==> src/lcs_pkg.sv <==
// Constants and layout of the main control and status register.
// What this block does
// New register value is old value ORed with fresh status.
// Bit 15 fault summary ORs overlength, heartbeat, dropped and bus-timeout flags.
// Fault summary is read-only; clears on reset, stop, or flags cleared.
// Bus-timeout flag, bit 11, sets when ready misses 25.6 us window.
// Bus timeout switches off receiver and transmitter; interrupt if enabled.
// Event flags set by hardware, write one clears, reset or stop clears.
// Receive-done flag, bit 10, sets on last receive entry or failure.
// Transmit-done flag, bit 09, sets on last transmit entry or failure.
// Setup-complete flag, bit 08, sets when parameter block is loaded.
// Interrupt flag, bit 07, ORs all event flags except heartbeat fault.
// Interrupt pin low only when enable bit 06 and flag are both one.
// Interrupt flag is read-only; clears on reset, stop, or causes cleared.
// Interrupt enable writable anytime; cleared by reset or stop.
// Receiver-active bit 05 sets on start after setup if receive enabled.
// Receiver-active clears on setup done with receive disabled, or timeout.
// Transmitter-active bit 04 sets on start after setup if transmit enabled; code needs only the setup bit, even in the same write, not setup done.
// Transmitter-active clears on setup with transmit disabled, timeout, underrun, chain fault.
// Both active bits read-only; cleared by reset or stop.
// Overlength flag sets after 1519 bytes sent; transmission continues.
// Dropped-frame flag sets when a frame is lost for lack of buffer.
// Setting stop halts activity and clears logic like reset.
// Register captured at slave read start; returned bits stay stable.
package lcs_pkg;

	// Register select values held in the address port
	localparam logic [1:0] LCS_SEL_MAIN = 2'h0;
	localparam int LCS_SEL_W = 2;

	// Bit positions of the main control and status register
	localparam int LCS_B_FAULT = 15;
	localparam int LCS_B_OVERLEN = 14;
	localparam int LCS_B_HBEAT = 13;
	localparam int LCS_B_DROP = 12;
	localparam int LCS_B_BUSTO = 11;
	localparam int LCS_B_RXDONE = 10;
	localparam int LCS_B_TXDONE = 9;
	localparam int LCS_B_SETUPDONE = 8;
	localparam int LCS_B_IRQ = 7;
	localparam int LCS_B_IEN = 6;
	localparam int LCS_B_RXACT = 5;
	localparam int LCS_B_TXACT = 4;
	localparam int LCS_B_TXDEMAND = 3;
	localparam int LCS_B_STOP = 2;
	localparam int LCS_B_RUN = 1;
	localparam int LCS_B_SETUP = 0;

	// Reset values
	localparam logic LCS_RST_STOP = 1'b1;
	localparam logic [15:0] LCS_RST_DATA = 16'h0000;
	localparam logic [1:0] LCS_RST_SEL = 2'h0;

	// Timing
	localparam int LCS_CLK_PERIOD_NS = 40;
	localparam int LCS_BUS_TIMEOUT_NS = 25600;
	localparam int LCS_BUS_TIMEOUT_CYC = LCS_BUS_TIMEOUT_NS / LCS_CLK_PERIOD_NS;
	localparam int LCS_OVERLEN_BYTES = 1519;

	// Slave port states
	typedef enum logic [1:0] {
		LCS_ST_IDLE = 2'b00,
		LCS_ST_ACCESS = 2'b01,
		LCS_ST_HOLD = 2'b10
	} lcs_slave_st_t;

endpackage : lcs_pkg

==> src/lcs_bus_timer.sv <==
// Bus master ready-timeout watchdog.
`timescale 1ns/1ps
module lcs_bus_timer
	import lcs_pkg::*;
#(
	parameter int TIMEOUT_CYC = LCS_BUS_TIMEOUT_CYC,
	parameter int CNT_W = 10
) (
	// Clock and reset
	input wire logic core_clk,
	input wire logic rst_n,
	input wire logic soft_clr,
	// Master cycle
	input wire logic addr_strobe,
	input wire logic ready_in,
	// Result
	output logic timeout_pulse
);

	logic waiting_q;
	logic [CNT_W-1:0] cnt_q;
	logic expire;

	assign expire = waiting_q && !ready_in && (cnt_q == CNT_W'(TIMEOUT_CYC - 1));

	// Wait window opened by address, closed by ready or expiry
	always_ff @(posedge core_clk or negedge rst_n) begin
		if (!rst_n) begin
			waiting_q <= 1'b0;
			cnt_q <= '0;
		end else if (soft_clr) begin
			waiting_q <= 1'b0;
			cnt_q <= '0;
		end else if (addr_strobe) begin
			waiting_q <= 1'b1;
			cnt_q <= '0;
		end else if (ready_in || expire) begin
			waiting_q <= 1'b0;
			cnt_q <= '0;
		end else if (waiting_q) begin
			cnt_q <= cnt_q + CNT_W'(1);
		end
	end

	// One pulse when the window runs out
	always_ff @(posedge core_clk or negedge rst_n) begin
		if (!rst_n) begin
			timeout_pulse <= 1'b0;
		end else begin
			timeout_pulse <= expire && !soft_clr;
		end
	end

endmodule : lcs_bus_timer

==> src/lcs_tx_len_mon.sv <==
// Transmit frame length monitor for overlength detection.
`timescale 1ns/1ps
module lcs_tx_len_mon
	import lcs_pkg::*;
#(
	parameter int LIMIT = LCS_OVERLEN_BYTES,
	parameter int CNT_W = 11
) (
	// Clock and reset
	input wire logic core_clk,
	input wire logic rst_n,
	input wire logic soft_clr,
	// Transmit progress
	input wire logic frame_start,
	input wire logic byte_sent,
	// Result
	output logic overlen_pulse
);

	logic [CNT_W-1:0] cnt_q;
	logic hit;

	assign hit = byte_sent && !frame_start && (cnt_q == CNT_W'(LIMIT - 1));

	// Byte count, saturating at the limit
	always_ff @(posedge core_clk or negedge rst_n) begin
		if (!rst_n) begin
			cnt_q <= '0;
		end else if (soft_clr || frame_start) begin
			cnt_q <= '0;
		end else if (byte_sent && cnt_q != CNT_W'(LIMIT)) begin
			cnt_q <= cnt_q + CNT_W'(1);
		end
	end

	// Pulse once on the limiting byte; sending goes on regardless
	always_ff @(posedge core_clk or negedge rst_n) begin
		if (!rst_n) begin
			overlen_pulse <= 1'b0;
		end else begin
			overlen_pulse <= hit && !soft_clr;
		end
	end

endmodule : lcs_tx_len_mon

==> src/lcs_main_csr.sv <==
// Main control and status register with slave port and status logic.
`timescale 1ns/1ps
module lcs_main_csr
	import lcs_pkg::*;
#(
	parameter int TIMEOUT_CYC = LCS_BUS_TIMEOUT_CYC,
	parameter int OVERLEN = LCS_OVERLEN_BYTES
) (
	// Clock and reset
	input wire logic core_clk,
	input wire logic rst_n,
	// Slave port
	input wire logic slave_cs_n,
	input wire logic slave_addr_port,
	input wire logic slave_write,
	input wire logic [15:0] slave_wdata,
	output logic [15:0] slave_rdata,
	output logic slave_ready,
	// Bus master cycle monitor
	input wire logic mst_addr_strobe,
	input wire logic mst_ready,
	// Setup engine
	input wire logic setup_done_evt,
	input wire logic rx_disable_cfg,
	input wire logic tx_disable_cfg,
	output logic setup_start,
	// Receive events
	input wire logic rx_last_entry_evt,
	input wire logic rx_fail_evt,
	input wire logic rx_drop_evt,
	// Transmit events
	input wire logic tx_frame_start,
	input wire logic tx_byte_sent,
	input wire logic tx_last_entry_evt,
	input wire logic tx_fail_evt,
	input wire logic tx_underrun,
	input wire logic tx_chain_fault,
	input wire logic heartbeat_fault_evt,
	// Status out
	output logic irq_n,
	output logic rx_active,
	output logic tx_active,
	output logic halt,
	output logic run_trigger,
	output logic tx_demand
);

	// Packs the readable view of the register
	function automatic logic [15:0] csr_pack(
		input logic ovl, input logic hb, input logic drp, input logic bto,
		input logic rxd, input logic txd, input logic sud, input logic ien,
		input logic rxa, input logic txa, input logic tdm, input logic stp,
		input logic run, input logic sup
	);
		logic [15:0] v;
		v = 16'h0000;
		v[LCS_B_FAULT] = ovl | hb | drp | bto;
		v[LCS_B_OVERLEN] = ovl;
		v[LCS_B_HBEAT] = hb;
		v[LCS_B_DROP] = drp;
		v[LCS_B_BUSTO] = bto;
		v[LCS_B_RXDONE] = rxd;
		v[LCS_B_TXDONE] = txd;
		v[LCS_B_SETUPDONE] = sud;
		v[LCS_B_IRQ] = ovl | drp | bto | rxd | txd | sud;
		v[LCS_B_IEN] = ien;
		v[LCS_B_RXACT] = rxa;
		v[LCS_B_TXACT] = txa;
		v[LCS_B_TXDEMAND] = tdm;
		v[LCS_B_STOP] = stp;
		v[LCS_B_RUN] = run;
		v[LCS_B_SETUP] = sup;
		return v;
	endfunction : csr_pack

	// Slave port state
	lcs_slave_st_t st_q;
	lcs_slave_st_t st_d;
	logic [LCS_SEL_W-1:0] sel_q;

	// Register state
	logic ovl_q;
	logic hb_q;
	logic drp_q;
	logic bto_q;
	logic rxd_q;
	logic txd_q;
	logic sud_q;
	logic ien_q;
	logic tdm_q;
	logic run_q;
	logic sup_q;
	logic loaded_q;

	// Decoded write strobes
	logic acc;
	logic main_wr;
	logic [15:0] w1;
	logic stop_set;
	logic run_set;
	logic sup_set;
	logic soft_clr;
	logic live;

	// Internal events
	logic bto_evt;
	logic ovl_evt;
	logic fault_sum;
	logic irq_sum;
	logic [15:0] csr_now;

	// Slave access sequencing
	always_comb begin
		st_d = st_q;
		case (st_q)
			LCS_ST_IDLE: begin
				if (!slave_cs_n) begin
					st_d = LCS_ST_ACCESS;
				end
			end
			LCS_ST_ACCESS: begin
				st_d = LCS_ST_HOLD;
			end
			LCS_ST_HOLD: begin
				if (slave_cs_n) begin
					st_d = LCS_ST_IDLE;
				end
			end
			default: begin
				st_d = LCS_ST_IDLE;
			end
		endcase
	end

	always_ff @(posedge core_clk or negedge rst_n) begin
		if (!rst_n) begin
			st_q <= LCS_ST_IDLE;
		end else begin
			st_q <= st_d;
		end
	end

	// Write decode, taken once per access
	assign acc = (st_q == LCS_ST_ACCESS);
	assign main_wr = acc && slave_write && !slave_addr_port && (sel_q == LCS_SEL_MAIN);
	assign w1 = main_wr ? slave_wdata : 16'h0000;
	assign stop_set = w1[LCS_B_STOP];
	assign run_set = w1[LCS_B_RUN] && !stop_set;
	assign sup_set = w1[LCS_B_SETUP] && !stop_set;
	assign soft_clr = stop_set;
	assign live = !halt && !soft_clr;

	// Register select port
	always_ff @(posedge core_clk or negedge rst_n) begin
		if (!rst_n) begin
			sel_q <= LCS_RST_SEL;
		end else if (acc && slave_write && slave_addr_port) begin
			sel_q <= slave_wdata[LCS_SEL_W-1:0];
		end
	end

	// Read data latched at access start, steady until the next access
	always_ff @(posedge core_clk or negedge rst_n) begin
		if (!rst_n) begin
			slave_rdata <= LCS_RST_DATA;
		end else if (acc && !slave_write) begin
			if (slave_addr_port) begin
				slave_rdata <= {{(16 - LCS_SEL_W){1'b0}}, sel_q};
			end else if (sel_q == LCS_SEL_MAIN) begin
				slave_rdata <= csr_now;
			end else begin
				slave_rdata <= LCS_RST_DATA;
			end
		end
	end

	// Ready answer while select is held
	always_ff @(posedge core_clk or negedge rst_n) begin
		if (!rst_n) begin
			slave_ready <= 1'b0;
		end else begin
			slave_ready <= (st_d == LCS_ST_HOLD);
		end
	end

	// Ready watchdog for master cycles
	lcs_bus_timer #(
		.TIMEOUT_CYC(TIMEOUT_CYC),
		.CNT_W(10)
	) u_timer (
		.core_clk(core_clk),
		.rst_n(rst_n),
		.soft_clr(soft_clr || halt),
		.addr_strobe(mst_addr_strobe),
		.ready_in(mst_ready),
		.timeout_pulse(bto_evt)
	);

	// Transmit length watch
	lcs_tx_len_mon #(
		.LIMIT(OVERLEN),
		.CNT_W(11)
	) u_len (
		.core_clk(core_clk),
		.rst_n(rst_n),
		.soft_clr(soft_clr || halt),
		.frame_start(tx_frame_start),
		.byte_sent(tx_byte_sent),
		.overlen_pulse(ovl_evt)
	);

	// Sticky event flags: old value kept, fresh events ORed in, set beats write-one clear, stop beats set
	always_ff @(posedge core_clk or negedge rst_n) begin
		if (!rst_n) begin
			ovl_q <= 1'b0;
			hb_q <= 1'b0;
			drp_q <= 1'b0;
			bto_q <= 1'b0;
			rxd_q <= 1'b0;
			txd_q <= 1'b0;
			sud_q <= 1'b0;
		end else if (soft_clr) begin
			ovl_q <= 1'b0;
			hb_q <= 1'b0;
			drp_q <= 1'b0;
			bto_q <= 1'b0;
			rxd_q <= 1'b0;
			txd_q <= 1'b0;
			sud_q <= 1'b0;
		end else begin
			ovl_q <= (ovl_q && !w1[LCS_B_OVERLEN]) || (live && ovl_evt);
			hb_q <= (hb_q && !w1[LCS_B_HBEAT]) || (live && heartbeat_fault_evt);
			drp_q <= (drp_q && !w1[LCS_B_DROP]) || (live && rx_drop_evt);
			bto_q <= (bto_q && !w1[LCS_B_BUSTO]) || (live && bto_evt);
			rxd_q <= (rxd_q && !w1[LCS_B_RXDONE])
				|| (live && (rx_last_entry_evt || rx_fail_evt));
			txd_q <= (txd_q && !w1[LCS_B_TXDONE])
				|| (live && (tx_last_entry_evt || tx_fail_evt));
			sud_q <= (sud_q && !w1[LCS_B_SETUPDONE]) || (live && setup_done_evt);
		end
	end

	// Summaries follow the flags and so clear with them
	assign fault_sum = ovl_q | hb_q | drp_q | bto_q;
	assign irq_sum = ovl_q | drp_q | bto_q | rxd_q | txd_q | sud_q;

	// Interrupt enable, writable whether stopped or not
	always_ff @(posedge core_clk or negedge rst_n) begin
		if (!rst_n) begin
			ien_q <= 1'b0;
		end else if (soft_clr) begin
			ien_q <= 1'b0;
		end else if (main_wr) begin
			ien_q <= slave_wdata[LCS_B_IEN];
		end
	end

	// Stop bit: set by reset or write one, left by run or setup
	always_ff @(posedge core_clk or negedge rst_n) begin
		if (!rst_n) begin
			halt <= LCS_RST_STOP;
		end else if (stop_set) begin
			halt <= 1'b1;
		end else if (run_set || sup_set) begin
			halt <= 1'b0;
		end
	end

	// Run and setup command bits, write one only
	always_ff @(posedge core_clk or negedge rst_n) begin
		if (!rst_n) begin
			run_q <= 1'b0;
			sup_q <= 1'b0;
			tdm_q <= 1'b0;
		end else if (soft_clr) begin
			run_q <= 1'b0;
			sup_q <= 1'b0;
			tdm_q <= 1'b0;
		end else begin
			run_q <= run_q || run_set;
			sup_q <= sup_q || sup_set;
			tdm_q <= (tdm_q || w1[LCS_B_TXDEMAND]) && !tx_frame_start;
		end
	end

	// One pulse to start the setup engine
	always_ff @(posedge core_clk or negedge rst_n) begin
		if (!rst_n) begin
			setup_start <= 1'b0;
		end else begin
			setup_start <= sup_set;
		end
	end

	// Parameter block loaded since the last stop
	always_ff @(posedge core_clk or negedge rst_n) begin
		if (!rst_n) begin
			loaded_q <= 1'b0;
		end else if (soft_clr) begin
			loaded_q <= 1'b0;
		end else if (live && setup_done_evt) begin
			loaded_q <= 1'b1;
		end
	end

	// Receiver on indication
	always_ff @(posedge core_clk or negedge rst_n) begin
		if (!rst_n) begin
			rx_active <= 1'b0;
		end else if (soft_clr) begin
			rx_active <= 1'b0;
		end else if (bto_evt) begin
			rx_active <= 1'b0;
		end else if (setup_done_evt && rx_disable_cfg) begin
			rx_active <= 1'b0;
		end else if (run_set && loaded_q && !rx_disable_cfg) begin
			rx_active <= 1'b1;
		end
	end

	// Transmitter on indication
	always_ff @(posedge core_clk or negedge rst_n) begin
		if (!rst_n) begin
			tx_active <= 1'b0;
		end else if (soft_clr) begin
			tx_active <= 1'b0;
		end else if (bto_evt) begin
			tx_active <= 1'b0;
		end else if (tx_underrun || tx_chain_fault) begin
			tx_active <= 1'b0;
		end else if (setup_done_evt && tx_disable_cfg) begin
			tx_active <= 1'b0;
		end else if (run_set && (sup_q || sup_set) && !tx_disable_cfg) begin
			tx_active <= 1'b1;
		end
	end

	// Interrupt pin, low only when enabled and flagged
	always_ff @(posedge core_clk or negedge rst_n) begin
		if (!rst_n) begin
			irq_n <= 1'b1;
		end else begin
			irq_n <= !(ien_q && irq_sum);
		end
	end

	// Run and demand visible to the datapath
	always_ff @(posedge core_clk or negedge rst_n) begin
		if (!rst_n) begin
			run_trigger <= 1'b0;
			tx_demand <= 1'b0;
		end else begin
			run_trigger <= run_q && !soft_clr;
			tx_demand <= tdm_q && !soft_clr;
		end
	end

	// Present view of the register
	assign csr_now = csr_pack(ovl_q, hb_q, drp_q, bto_q, rxd_q, txd_q, sud_q, ien_q,
		rx_active, tx_active, tdm_q, halt, run_q, sup_q);

endmodule : lcs_main_csr

==> config.mk <==
export PLATFORM = sky130hd
export DESIGN_NAME = lcs_main_csr
export DESIGN_NICKNAME = d
export VERILOG_FILES = /design/src/lcs_pkg.sv /design/src/lcs_bus_timer.sv /design/src/lcs_tx_len_mon.sv /design/src/lcs_main_csr.sv
export SDC_FILE = /design/constraint.sdc
export NUM_CORES = 1
export LEC_CHECK = 0
export BUFFER_PORTS_ARGS = -buffer_cell sky130_fd_sc_hd__buf_2
export CAP_MARGIN = 20
export CORE_ASPECT_RATIO = 0.7
export CORE_UTILIZATION = 45
export DETAILED_ROUTE_END_ITERATION = 8
export PLACE_DENSITY = 0.66
export SLEW_MARGIN = 40
export SYNTH_ARGS = -nofsm -noshare
export SYNTH_HDL_FRONTEND = slang
export SYNTH_HIERARCHICAL = 1
export SYNTH_SLANG_ARGS = --single-unit
==> constraint.sdc <==
create_clock -name core_clk -period 4 [get_ports core_clk]
set_clock_uncertainty 0.2 [all_clocks]
set_input_delay 0.2 -clock core_clk [delete_from_list [all_inputs] [get_ports core_clk]]
set_output_delay 0.2 -clock core_clk [all_outputs]
set_load 0.1 [all_outputs]
Yosys cells after proc, flatten, opt, wreduce, memory -nomap -nowiden
Index checks and enable logic that the tools add are counted.

word-level totals
  flip-flop bits (word level) = 64
  output and inout bits = 24
  word-level logic and storage cells = 167

cells by class
  add/sub/neg operators = 2
  bitwise gates (word level) = 8
  reductions and logical operators = 83
  mux-type cells = 40
  eq/ne operators = 6

operators with widths
  cell                                           number
  two-way mux 10 bit                             4
  logical AND 1 bit                              39
  two-way mux 16 bit                             2
  two-way mux 1 bit                              28
  two-way mux 11 bit                             2
  logical NOT 1 bit                              17
  logical OR 1 bit                               17
  two-way mux 15 bit                             1
  adder 11 x 1 -> 11 bit, second input constant  1
  == test 11 bit, second input constant          1
  inequality test 11 bit, second input constant  1
  adder 10 x 1 -> 10 bit, second input constant  1
  == test 10 bit, second input constant          1
  OR 1 bit                                       8
  nonzero test 2 bit                             4
  nonzero test 4 bit                             2
  case mux 2 bit (3 select lines)                1
  nonzero test 5 bit                             1
  == test 2 bit, second input constant           2
  logical NOT 2 bit                              2
  two-way mux 2 bit                              2
  nonzero test 3 bit                             1
  == test 2 x 1 -> 1 bit, second input constant  1

Depth between registers and ports, before layout
Gate-level depths: netlist of run 1.

  depth after elaboration = 15
  gate-level depth with buffers = 9
  depth with buffers taken out = 8

Hierarchy
Netlist of run 1, hierarchy kept.

by module, submodules not included
  module          cells each  instances  sequential area each (um^2)  area each (um^2)
  lcs_main_csr    143         1          1003.5                       1680.4
  lcs_tx_len_mon  69          1          300.3                        674.4
  lcs_bus_timer   65          1          300.3                        623.1

Least setup slack after synthesis of run 1
Ideal clock, no wire load.

  path type = reg2reg
  from = reg halt
  to = reg u_timer.cnt_q[5]
  required time = 3.717 ns
  period minus slack after synthesis = 2.544 ns
  arrival = 2.261 ns
  path buffers = 1
  stages on the path, launching flop included = 7
  path slack = 1.456 ns
  cells stage by stage = dfstp_2 clkbuf_1 or2_2 or4b_4 a31o_1 or3_1 o21ai_0

on the way
  cells in the longest elaborated chain, start to end = 2

RTL lines
  what                                                                       line                 RTL
  start, declared                                                            lcs_main_csr.sv:43   output logic halt,
  start signal, assigned                                                     lcs_main_csr.sv:261  halt <= LCS_RST_STOP;
  start signal, assigned                                                     lcs_main_csr.sv:263  halt <= 1'b1;
  start signal, assigned                                                     lcs_main_csr.sv:265  halt <= 1'b0;
  logical OR 1 bit (*)                                                       lcs_main_csr.sv:193  .soft_clr(soft_clr || halt),
  nonzero test 4 bit (no line) / two-way mux 10 bit (equally long branches)  n/a
  end signal, assigned                                                       lcs_bus_timer.sv:41  cnt_q <= cnt_q + CNT_W'(1);
  end, declared                                                              lcs_bus_timer.sv:21  logic [CNT_W-1:0] cnt_q;

Mark *: on every way between the ends. The rest lies on a longest branch, timed or not.
A chain may end at the register's enable or synchronous reset.

Worst setup path in the final report of run 1
  from = reg sel_q[1]
  to = reg u_timer.cnt_q[5]

on the way
  cells in the longest elaborated chain, start to end = 5

RTL lines
  what                                                                       line                 RTL
  start, declared                                                            lcs_main_csr.sv:79   logic [LCS_SEL_W-1:0] sel_q;
  start signal, assigned                                                     lcs_main_csr.sv:158  sel_q <= slave_wdata[LCS_SEL_W-1:0];
  logical NOT 2 bit (*)                                                      lcs_main_csr.sv:145  assign main_wr = acc && slave_write && !slave_addr_port && (sel_q == LCS_SEL_MAIN);
  logical AND 1 bit (*)                                                      lcs_main_csr.sv:145
  two-way mux 15 bit (*)                                                     lcs_main_csr.sv:146  assign w1 = main_wr ? slave_wdata : 16'h0000;
  logical OR 1 bit (*)                                                       lcs_main_csr.sv:193
  nonzero test 4 bit (no line) / two-way mux 10 bit (equally long branches)  n/a

Marked as above.

==> results of run 1 <==
## area by class of cell
cell class	count	area [um^2]	share of cell area
multi-input cells	189	1250	0.332
well taps	78	97.6	0.0258
flip-flops and latches	64	1600	0.425
inverters	14	52.6	0.0139
clock buffers	9	124	0.0328
repair buffers	82	543	0.144
clock inverters	7	104	0.0275
## metrics by stage
step | utilization | hold slack (ns) | setup WS [ns] | instances | power (mW)
5_1_grt | 0.599 | 0.0233 | 0.994 | 443 | 2.54
6_report | 0.599 | 0.0143 | 1.14 | 443 | 2.43
3_3_place_gp | 0.522 | 0.174 | 1.22 | 401 | 1.77
4_1_cts | 0.598 | 0.000785 | 1.15 | 442 | 2.45
3_5_place_dp | 0.522 | 0.0109 | 1.16 | 401 | 1.78
2_1_floorplan | - | -0.296 | 1.46 | 277 | 1.62
## registers in the layout (all words and copies together) (netlist names), 2 cells and up
register	cells
u_len/cnt_q	11
sel_q	2
st_q	2
u_timer/cnt_q	10
slave_rdata	16
## worst max path at each step
| stage | startpoint | end | slack [ns] | depth (start not counted) |
|---|---|---|---|---|
| after floorplan | halt | u_timer/cnt_q[5] | 1.46 | 6 |
| after global placement | sel_q[1] | u_timer/cnt_q[5] | 1.22 | 8 |
| after detailed placement | sel_q[1] | u_timer/cnt_q[5] | 1.16 | 8 |
| after CTS | sel_q[1] | u_timer/cnt_q[5] | 1.15 | 8 |
| after global routing | sel_q[1] | u_timer/cnt_q[5] | 0.99 | 8 |
| final | sel_q[1] | u_timer/cnt_q[5] | 1.14 | 8 |
## worst max-delay path: stages, from the launching register on
cell and delay, ns:
sky130_fd_sc_hd__dfrtp_1 0.48, sky130_fd_sc_hd__nor3_2 0.09, sky130_fd_sc_hd__nand3_2 0.19, sky130_fd_sc_hd__nor2_2 0.17, sky130_fd_sc_hd__or2_2 0.39, sky130_fd_sc_hd__or4b_4 0.58
sky130_fd_sc_hd__a31o_1 0.24, sky130_fd_sc_hd__or3_1 0.34, sky130_fd_sc_hd__o21ai_0 0.08
## routing by layer
metal / share of wire / vias up
met5: 0 / -
met3: 0.043 / 9
li1: - / 1182
met4: 0.011 / 0
met2: 0.45 / 55
met1: 0.50 / 1154
## cells in the final DEF, fill, tap and decap left out, types with 3 or more instances in the layout
master,n
sky130_fd_sc_hd__nand3_1,9
sky130_fd_sc_hd__o21ai_0,11
sky130_fd_sc_hd__nor2_1,15
sky130_fd_sc_hd__xor2_1,4
sky130_fd_sc_hd__ha_1,3
sky130_fd_sc_hd__or4_1,3
sky130_fd_sc_hd__nand2_1,23
sky130_fd_sc_hd__or3_1,6
sky130_fd_sc_hd__nand4_1,4
sky130_fd_sc_hd__buf_2,54
sky130_fd_sc_hd__nor3_1,8
sky130_fd_sc_hd__a22o_2,10
sky130_fd_sc_hd__o31ai_1,3
sky130_fd_sc_hd__mux2i_1,4
sky130_fd_sc_hd__nor3b_1,3
sky130_fd_sc_hd__a31oi_1,6
sky130_fd_sc_hd__dfrtp_1,62
sky130_fd_sc_hd__nor4b_1,3
sky130_fd_sc_hd__nor2b_1,3
sky130_fd_sc_hd__nand2b_1,5
sky130_fd_sc_hd__a22o_1,5
sky130_fd_sc_hd__dlygate4sd3_1,25
sky130_fd_sc_hd__a21oi_1,19
sky130_fd_sc_hd__clkbuf_8,9
sky130_fd_sc_hd__buf_4,3
sky130_fd_sc_hd__and3_2,4
sky130_fd_sc_hd__clkinv_4,3
sky130_fd_sc_hd__a21o_1,4
sky130_fd_sc_hd__inv_1,13
## kinds of logic after synthesis
group / Yosys count / share of synthesized area
flip-flops: 64 / 0.539
multiplexers: 6 / 0.0210
AND/OR/NAND/NOR: 108 / 0.219
XOR/XNOR: 4 / 0.0118
adder cells (fa/ha/maj): 3 / 0.0126
AO/OA/AOI/OAI: 68 / 0.156
buffers and inverters: 24 / 0.0403
## what timing repair did
action                    4_1_cts  5_1_grt
gates resized for setup         0        0
setup buffers                   0        0
hold endpoints to repair       62        0
hold buffers                   25        0
## report_power, final
group	internal, mW	switching, mW
registers	0.779	0.117
clock network	0.358	0.280
logic	0.212	0.686
==> impl_summary.txt, run 1 <==
----------------------------------------------------
[Synthesis]
  EDFF count, synth ... 0
  Cells taking the most area after synthesis ... sky130_fd_sc_hd__dfrtp_1 (52%), sky130_fd_sc_hd__a22o_2 (3.4%), sky130_fd_sc_hd__a21oi_1 (3.2%), sky130_fd_sc_hd__nand2_1 (2.9%), sky130_fd_sc_hd__nor2_1 (1.9%)
  Top-area cell type share of the netlist area ... 0.521
  Area of the mapped netlist ... slightly below 3000 um^2
  Post-synthesis sequential area ratio ... 0.539
  Dominant cell type by area after synthesis ... sky130_fd_sc_hd__dfrtp_1
  Flip-flop and latch count after synthesis ... 64
  Synthesized area per cell ... approximately 11 um^2
  Share of async-settable or async-resettable flops after synthesis ... 1.00
  Leading post-synthesis cells by instance count ... sky130_fd_sc_hd__dfrtp_1 (62), sky130_fd_sc_hd__nand2_1 (23), sky130_fd_sc_hd__a21oi_1 (19)
  Count of distinct cell types in the synthesized netlist ... 57
  Total number of yosys warnings ... 6
  Most repeated cell in the gate-level netlist after synthesis ... sky130_fd_sc_hd__dfrtp_1
  Leading register cell type out of synthesis ... sky130_fd_sc_hd__dfrtp_1
  Synthesized netlist cell count ... between 200 and 300
  Post-Synthesis Net Count ... 316

[GRT]
  Via count of the first global-routing pass ... between 2000 and 2500
  Peak-usage layer in the global routing report ... met2
  Met2 Track Usage GR ... 0.309
  Global routing usage on met1 ... 0.286
  GR met3 Demand/Resource ... 0.0631
  Total GRT Usage ... 0.206
  Antenna violations before repair ... 0
  Largest net degree at the start of global routing ... 42
  First-pass GRT wire length ... between 10 and 15 mm
  Global-route congestion overflow total ... 0

[CTS]
  Clock-pin slew of the registers on the worst-case setup and hold paths ... approximately 0.080 ns
  Clock Latency Late Sink ... ~0.35 ns
  Root buf cell ... sky130_fd_sc_hd__clkbuf_8
  Num CTS Buffers ... 9
  Buffers from clock root to sink, at most ... 2
  CTS tree ... done
  Number of clock sinks ... 64
  Number of H-tree levels ... 3

[Cells and area]
  Total of fill cells in the finished design ... around 500
  Fraction of layout cells with a size suffix above 1 ... 0.296
  N_diodes ... 0
  Relative area change from synthesis to final layout ... 26.9%
  Total Nets Final ... roughly 400
  Post-layout instance area ... ~3800 um^2

[Worst setup path]
  Arrival time at the worst endpoint ... between 2 and 3 ns
  Worst-case reg-to-reg path depth ... 8
  Crit path capture type ... flip-flop
  Worst path required time ... roughly 4.1 ns
  Reg2reg setup slack ... 1.14 ns
  Worst r2r src ... sel_q[1]
  Reg2Reg Capture Point ... u_timer/cnt_q[5]
  Crit Path Category ... reg2reg
  CP startpoint kind ... flip-flop
  CP max FO ... 14

[Routing]
  Number of remaining DRC errors ... 0
  Vias per std cell ... roughly 5.4
  Count of nets left with antenna violations after detail routing ... 0
  Number of DRC markers in iteration 0 ... 98
  Wire per inst ... 14.9 um
  DRT Pass-1 Iters ... 4
  Overall via count from detail_route ... 2400
  Total Routed Length ... ~6.6 mm

[Timing]
  Setup TNS ... 0 ns
  RSZ-0062 raised after global routing ... no
  Clock period minus worst slack ... between 2 and 3 ns
  Maximum clock rate ... roughly 350 MHz
  Relative max-transition margin ... 0.589
  Count of final hold-check violations ... 0
  Slew Limit Fails ... 0
  Final Setup Violations ... 0
  Worst-margin pin slew ... about 0.62 ns
  Crit share post-route ... 0.714

[Floorplanning]
  Chip Width ... 99.2 um
  Core Box Area ... 6310 um^2
  Height of the chip ... between 70 and 80 um
  I/O pin total ... 60
  Initial Utilization ... 0.472
  Area of the die ... between 6000 and 7000 um^2
  Count of standard-cell rows ... 24

[Run]
  Count of max-cap constraint violations ... 0

[Placement]
  Placement Cell Area ... roughly 3300 um^2
  HPWL after DPL ... 4.26 mm
  Count of input and output buffers ... between 50 and 60
  Final weighted congestion in routability-driven placement ... between 0.7 and 0.8

[Min path]
  Class of the tightest hold or removal check ... in2reg
  Min-Delay Endpoint ... ovl_q
  Hold Path Depth ... 4
  Startpoint of the worst hold path ... slave_wdata[14]

[Power and ir drop]
  Worst vdd rail ir drop ... approximately 330 uV
  Pwr/cell area ... between 600 and 700 nW/um^2
  Pleak ... between 1.5 and 2 nW

[Outcome]
  Result of the run ... finished clean

----------------------------------------------------
(Power assumes the default switching activity.)
==> run 2, diff against run 1 <==
- ABC_AREA: unset -> 1
- PLACE_DENSITY: 0.66 -> 0.68
- clock period: 4 -> 2.4 ns (I/O delays scaled with it)
==> impl_summary.txt, run 2 <==
----------------------------------------------------
[Outcome]
  Result of the run ... finished clean

[Routing]
  Overall via count from detail_route ... roughly 2800
  Number of remaining DRC errors ... 0
  Met1 WL ... 3.81 mm
  Vias per std cell ... approximately 4.8
  Number of DRC markers in iteration 0 ... about 140
  Highest routed layer ... met4
  Count of nets left with antenna violations after detail routing ... 0
  Met2 wire length ... 3.24 mm
  Total Routed Length ... about 7.4 mm
  DRT Pass-1 Iters ... 4
  Routed wire length on met3 ... 351 um
  Wire per inst ... 12.9 um

[CTS]
  Clock Latency Late Sink ... ~0.34 ns
  CTS tree ... done
  Root buf cell ... sky130_fd_sc_hd__clkbuf_8
  Clock-pin slew of the registers on the worst-case setup and hold paths ... 0.07 ns
  Number of H-tree levels ... 3
  Buffers from clock root to sink, at most ... 2
  Number of clock sinks ... 64
  Num CTS Buffers ... 9

[Timing]
  Slew Limit Fails ... 0
  Setup TNS ... 0 ns
  Relative max-transition margin ... 0.670
  Maximum clock rate ... roughly 460 MHz
  Clock period minus worst slack ... 2.16 ns
  Count of final hold-check violations ... 0
  Post-Route Hold Slack ... 0.0183 ns
  Crit share post-route ... 0.898
  Worst-margin pin slew ... 0.499 ns
  Final Setup Violations ... 0
  Worst-case setup margin in the final layout ... around 0.24 ns
  RSZ-0062 raised after global routing ... no

[Worst setup path]
  Arrival time at the worst endpoint ... between 2 and 2.5 ns
  Worst path required time ... approximately 2.5 ns
  Critical Path Most Common Cell ... sky130_fd_sc_hd__nand2_2
  Worst-case reg-to-reg path depth ... 9
  Worst r2r src ... sel_q[1]
  CP startpoint kind ... input port
  Crit Path Category ... in2reg
  Worst stage delay on the critical path ... roughly 0.52 ns
  Reg2Reg Capture Point ... tx_active
  Reg2reg setup slack ... roughly 0.25 ns
  CP max FO ... 11
  Slowest cell on the critical path ... sky130_fd_sc_hd__dlygate4sd3_1
  Worst-path cell chain ... dlygate4sd3_1, buf_2, inv_1, nand2_2, nor2_4, nand2_2, nand2_4, nor2_1, nand4_2, o21bai_2
  Crit path capture type ... flip-flop

[GRT]
  Antenna violations before repair ... 0
  Total GRT Usage ... 0.222
  Largest net degree at the start of global routing ... 32
  First-pass GRT wire length ... around 13 mm
  Via count of the first global-routing pass ... roughly 2700
  Global-route congestion overflow total ... 0

[Placement]
  HPWL after DPL ... between 5 and 6 mm
  Placement Cell Area ... 3650 um^2
  Placed insts ... between 500 and 600
  Count of input and output buffers ... 55
  Place WS ... approximately 0.31 ns
  Final weighted congestion in routability-driven placement ... 0.862

[Synthesis]
  Leading post-synthesis cells by instance count ... sky130_fd_sc_hd__nand2_1 (93), sky130_fd_sc_hd__dfrtp_1 (62), sky130_fd_sc_hd__inv_1 (49)
  Leading register cell type out of synthesis ... sky130_fd_sc_hd__dfrtp_1
  Cells taking the most area after synthesis ... sky130_fd_sc_hd__dfrtp_1 (47%), sky130_fd_sc_hd__nand2_1 (11%), sky130_fd_sc_hd__inv_1 (5.6%), sky130_fd_sc_hd__nor2_1 (4.6%), sky130_fd_sc_hd__o21bai_2 (3.4%)
  Area of the mapped netlist ... between 3000 and 4000 um^2
  Synth Area in Compound Gates ... 0.118
  Total number of yosys warnings ... 6
  Main combinational cell family by area after synthesis ... simple AND/OR/NAND/NOR gates
  Count of distinct cell types in the synthesized netlist ... 36
  Synthesized netlist cell count ... 380
  Synthesized area per cell ... roughly 8.6 um^2
  Top-area cell type share of the netlist area ... 0.472
  Adder and majority gate portion of the synthesized area ... 0.0114
  EDFF count, synth ... 0
  Post-Synthesis Net Count ... between 400 and 500
  Post-synthesis sequential area ratio ... 0.488
  Xor and xnor fraction of the mapped netlist area ... 0.0213
  Most repeated cell in the gate-level netlist after synthesis ... sky130_fd_sc_hd__nand2_1
  Post-synthesis share of cell area spent on and, or, nand and nor gates ... 0.276
  Flip-flop and latch count after synthesis ... 64
  Share of async-settable or async-resettable flops after synthesis ... 1.00
  Multiplexer share of the synthesized area ... 0
  Dominant cell type by area after synthesis ... sky130_fd_sc_hd__dfrtp_1

[Cells and area]
  Total Nets Final ... slightly above 500
  Fraction of layout cells with a size suffix above 1 ... 0.253
  Flip-flop count of the largest register after layout ... 16
  Post-layout instance area ... 4180 um^2
  N_diodes ... 0
  Largest reg by FF count ... slave_rdata
  Most common library cell in the layout ignoring fill and taps ... sky130_fd_sc_hd__nand2_1
  Fin util ... 0.605
  Largest regs ... slave_rdata: 16 flops, u_len/cnt_q: 11 flops, u_timer/cnt_q: 10 flops
  Number of standard cells in the final layout excluding fillers ... 577
  Relative area change from synthesis to final layout ... 27.2%
  Most frequent cells in the layout ... sky130_fd_sc_hd__nand2_1 (93), sky130_fd_sc_hd__dfrtp_1 (62), sky130_fd_sc_hd__buf_2 (55), sky130_fd_sc_hd__inv_1 (49), sky130_fd_sc_hd__nor2_1 (40)

[Power and ir drop]
  Power share of the sequential group ... 0.364
  Pleak ... between 2 and 2.5 nW
  Pwr/cell area ... between 900 and 1000 nW/um^2
  Clock network fraction of design power ... 0.208
  Switching power as a share of total power ... 0.470
  Worst vdd rail ir drop ... roughly 1000 uV
  Internal power summed over all cells ... 2.12 mW
  Tot Pwr ... 4.00 mW
  Switching power of the nets ... ~1.9 mW
  Share of power burned in combinational logic ... 0.429

[Floorplanning]
  Core Box Area ... roughly 7000 um^2
  Chip Width ... around 100 um
  Initial Utilization ... 0.475
  Area of the die ... 7650 um^2
  I/O pin total ... 60
  Height of the chip ... approximately 73 um
  Count of standard-cell rows ... 25

[Min path]
  Min-Delay Endpoint ... bto_q
  Class of the tightest hold or removal check ... in2reg
  Hold Path Depth ... 4
  Startpoint of the worst hold path ... slave_wdata[2]

[Run]
  Count of max-cap constraint violations ... 0

----------------------------------------------------
[run 2: per-layer routing]
layer,vias up,global-route usage
met5,-,0
met4,0,0.0667
met3,2,0.0621
met2,72,0.337
met1,1273,0.310
li1,1411,-
[run 2: power groups by stage]
stage	registers [mW]	clock network, mW	logic (mW)
after floorplan	2.34	0	0.454
after global placement	1.46	0	1.62
after detailed placement	1.47	0	1.63
after CTS	1.46	0.847	1.72
after global routing	1.49	0.907	1.83
final	1.46	0.832	1.72
[run 2: final cells by class]
cell class	instances	area (um^2)
inverter	57	234
sequential	64	1600
timing repair buffer	93	648
multi-input combinational	254	1400
tap	94	118
clock buffer	12	155
clock inverter	3	18.8
fill	633	2730
[run 2: how the worst max path moves through the flow]
stage | slack [ns] | start | to
floorplan | 0.28 | halt | u_len/cnt_q[7]
global placement | 0.36 | sel_q[1] | u_len/cnt_q[5]
detailed placement | 0.31 | st_q[0] | u_timer/cnt_q[2]
CTS | 0.23 | sel_q[1] | tx_active
global route | 0.08 | sel_q[1] | tx_active
finish | 0.24 | slave_addr_port | u_timer/cnt_q[4]
[run 2: kinds of logic (layout without fill, tap and decap cells)]
kind of cell,Yosys count,count (layout)
AND/OR/NAND/NOR,190,190
adder cells (fa/ha/maj),3,3
AO/OA/AOI/OAI,53,53
flip-flops,64,64
buffers and inverters,62,165
XOR/XNOR,8,8
[run 2: worst max-delay path: cells and delay by family]
kind	cells	cell delay [ns]
AND/OR/NAND/NOR	6	1.09
buffers and inverters	3	0.74
AO/OA/AOI/OAI	1	0.25
[run 2: timing repair]
action	4_1_cts	5_1_grt
resized for setup	0	0
hold buffers	35	0
setup buffers	0	0
endpoints found under the hold margin	94	0
==> run 3, diff against run 2 <==
- clock period: 2.4 -> 1.9 ns (I/O delays scaled with it)
==> impl_summary.txt, run 3 (synthesis gave the netlist of run 2 again) <==
----------------------------------------------------
[Worst setup path]
  Crit Path Category ... reg2reg
  Worst stage delay on the critical path ... about 0.41 ns
  Slowest cell on the critical path ... sky130_fd_sc_hd__dfrtp_1
  Worst-case reg-to-reg path depth ... 11
  Worst r2r src ... sel_q[1]
  Crit path capture type ... flip-flop
  CP startpoint kind ... flip-flop
  Worst path required time ... between 1.5 and 2 ns
  CP max FO ... 8
  Worst-path cell chain ... nor2_1, nand2_2, nor2_4, nand2_2, nand2_4, or2_4, bufinv_8, nand2_4, inv_8, nand2_1, nand2_1
  Reg2Reg Capture Point ... u_len/cnt_q[7]
  Combined buffer and inverter count along the critical path ... 2
  Reg2reg setup slack ... 0.11 ns
  Arrival time at the worst endpoint ... roughly 1.8 ns
  Family of cells with the greatest summed delay on the critical path ... simple AND/OR/NAND/NOR gates

[Floorplanning]
  Height of the chip ... roughly 73 um
  I/O pin total ... 60
  Initial Utilization ... 0.475
  Area of the die ... around 7700 um^2
  Chip Width ... 104 um
  Core Box Area ... approximately 6900 um^2
  Count of standard-cell rows ... 25

[Placement]
  HPWL after DPL ... ~5.2 mm
  Final weighted congestion in routability-driven placement ... ~0.90
  Count of input and output buffers ... 55
  Placed insts ... 535

[CTS]
  Root buf cell ... sky130_fd_sc_hd__clkbuf_8
  Clock Latency Late Sink ... between 0.3 and 0.4 ns
  Buffers from clock root to sink, at most ... 2
  CTS tree ... done
  Num CTS Buffers ... 9
  Number of clock sinks ... 64
  Number of H-tree levels ... 3
  Clock-pin slew of the registers on the worst-case setup and hold paths ... roughly 0.060 ns

[Cells and area]
  Most common library cell in the layout ignoring fill and taps ... sky130_fd_sc_hd__nand2_1
  Total of fill cells in the finished design ... about 560
  N_diodes ... 0
  Fraction of layout cells with a size suffix above 1 ... 0.272
  Most frequent cells in the layout ... sky130_fd_sc_hd__nand2_1 (93), sky130_fd_sc_hd__dfrtp_1 (62), sky130_fd_sc_hd__buf_2 (55), sky130_fd_sc_hd__inv_1 (48), sky130_fd_sc_hd__nor2_1 (40)
  Largest regs ... slave_rdata: 16 flops, u_len/cnt_q: 11 flops, u_timer/cnt_q: 10 flops
  Flip-flop count of the largest register after layout ... 16
  Largest reg by FF count ... slave_rdata
  Relative area change from synthesis to final layout ... 32.3%
  Total Nets Final ... between 500 and 600
  Number of standard cells in the final layout excluding fillers ... approximately 590

[Timing]
  Maximum clock rate ... 557 MHz
  Count of final hold-check violations ... 0
  Relative max-transition margin ... 0.670
  Worst-margin pin slew ... ~0.5 ns
  Crit share post-route ... 0.944
  Setup TNS ... 0 ns
  Clock period minus worst slack ... about 1.8 ns
  Post-Route Hold Slack ... ~0.099 ns
  Slew Limit Fails ... 0
  Final Setup Violations ... 0

[Power and ir drop]
  Pleak ... around 2.2 nW
  Switching power of the nets ... roughly 2.4 mW
  Clock network fraction of design power ... 0.260
  Pwr/cell area ... between 1000 and 1500 nW/um^2
  Switching power as a share of total power ... 0.432
  Share of power burned in combinational logic ... 0.406
  Power share of the sequential group ... 0.334
  Internal power summed over all cells ... 3.15 mW
  Worst vdd rail ir drop ... roughly 1200 uV

[GRT]
  First-pass GRT wire length ... between 10 and 15 mm
  Antenna violations before repair ... 0
  Met2 Track Usage GR ... 0.344
  Global-route congestion overflow total ... 0
  GR met3 Demand/Resource ... 0.0710
  Largest net degree at the start of global routing ... 65
  Global routing usage on met1 ... 0.298
  Via count of the first global-routing pass ... about 2800
  Total GRT Usage ... 0.219
  Peak-usage layer in the global routing report ... met2

[Routing]
  Overall via count from detail_route ... about 2800
  Wire per inst ... ~13 um
  Vias per std cell ... 4.82
  Total Routed Length ... approximately 7.6 mm
  Count of nets left with antenna violations after detail routing ... 0
  Number of DRC markers in iteration 0 ... 156
  Number of remaining DRC errors ... 0
  DRT Pass-1 Iters ... 4

[Run]
  Count of max-cap constraint violations ... 0

[Outcome]
  Result of the run ... finished clean

[Min path]
  Class of the tightest hold or removal check ... in2async

----------------------------------------------------
==> run 3: through the flow <==
step                      setup slack, ns  power [mW]   util  instance area [um^2]
after global routing             -0.00425        5.82  0.629                  4350
after detailed placement           0.0318        4.00  0.540                  3730
after floorplan                    0.0152        3.55      -                  3290
after CTS                          0.0350        5.55  0.626                  4330
final                               0.106        5.55  0.629                  4350
after global placement             0.0689        3.98  0.540                  3730
==> run 3: worst max path at each step <==
stage	from	endpoint	slack (ns)	cells after the start
2_1_floorplan	sel_q[1]	u_len/cnt_q[7]	0.02	11
3_5_place_dp	st_q[1]	u_len/cnt_q[7]	0.03	11
5_1_grt	sel_q[1]	u_timer/cnt_q[1]	-0.004	9
4_1_cts	sel_q[1]	u_len/cnt_q[7]	0.03	11
3_3_place_gp	st_q[1]	u_len/cnt_q[7]	0.07	11
6_report	sel_q[1]	u_len/cnt_q[7]	0.11	11
==> run 3: per-layer routing <==
metal  wire (um)  vias to the layer above
li1            -                     1437
met1        3630                     1307
met2        3480                       81
met3         417                        3
met4          30                        0
met5           0                        -
==> run 3: timing repair <==
action | in CTS | in global routing
pin swaps | 0 | 1
setup endpoints to repair | 1 | 9
buffers inserted | 0 | 2
resized for setup | 1 | 2
hold endpoints to repair | 100 | 0
hold buffers | 34 | 0
==> run 3: area by class of cell <==
type,instances,area (um^2),share of cell area
Sequential cell,64,1610,0.370
Multi-Input combinational cell,254,1410,0.324
Timing Repair Buffer,102,726,0.167
Inverter,57,239,0.0550
Clock buffer,13,159,0.0365
Tap cell,94,118,0.0271
Clock inverter,3,90.1,0.0207
==> run 3: tightest hold or removal path: stages <==
cell and delay, ns:
sky130_fd_sc_hd__dlygate4sd3_1 0.52, sky130_fd_sc_hd__buf_2 0.12, sky130_fd_sc_hd__buf_12 0.30
==> run 3: power by group through the flow <==
stage	Clock, mW	Sequential (mW)	Combinational, mW
5_1_grt	1.55	1.89	2.38
6_report	1.45	1.85	2.25
3_5_place_dp	0	1.87	2.14
4_1_cts	1.48	1.85	2.22
2_1_floorplan	0	2.97	0.576
3_3_place_gp	0	1.86	2.13
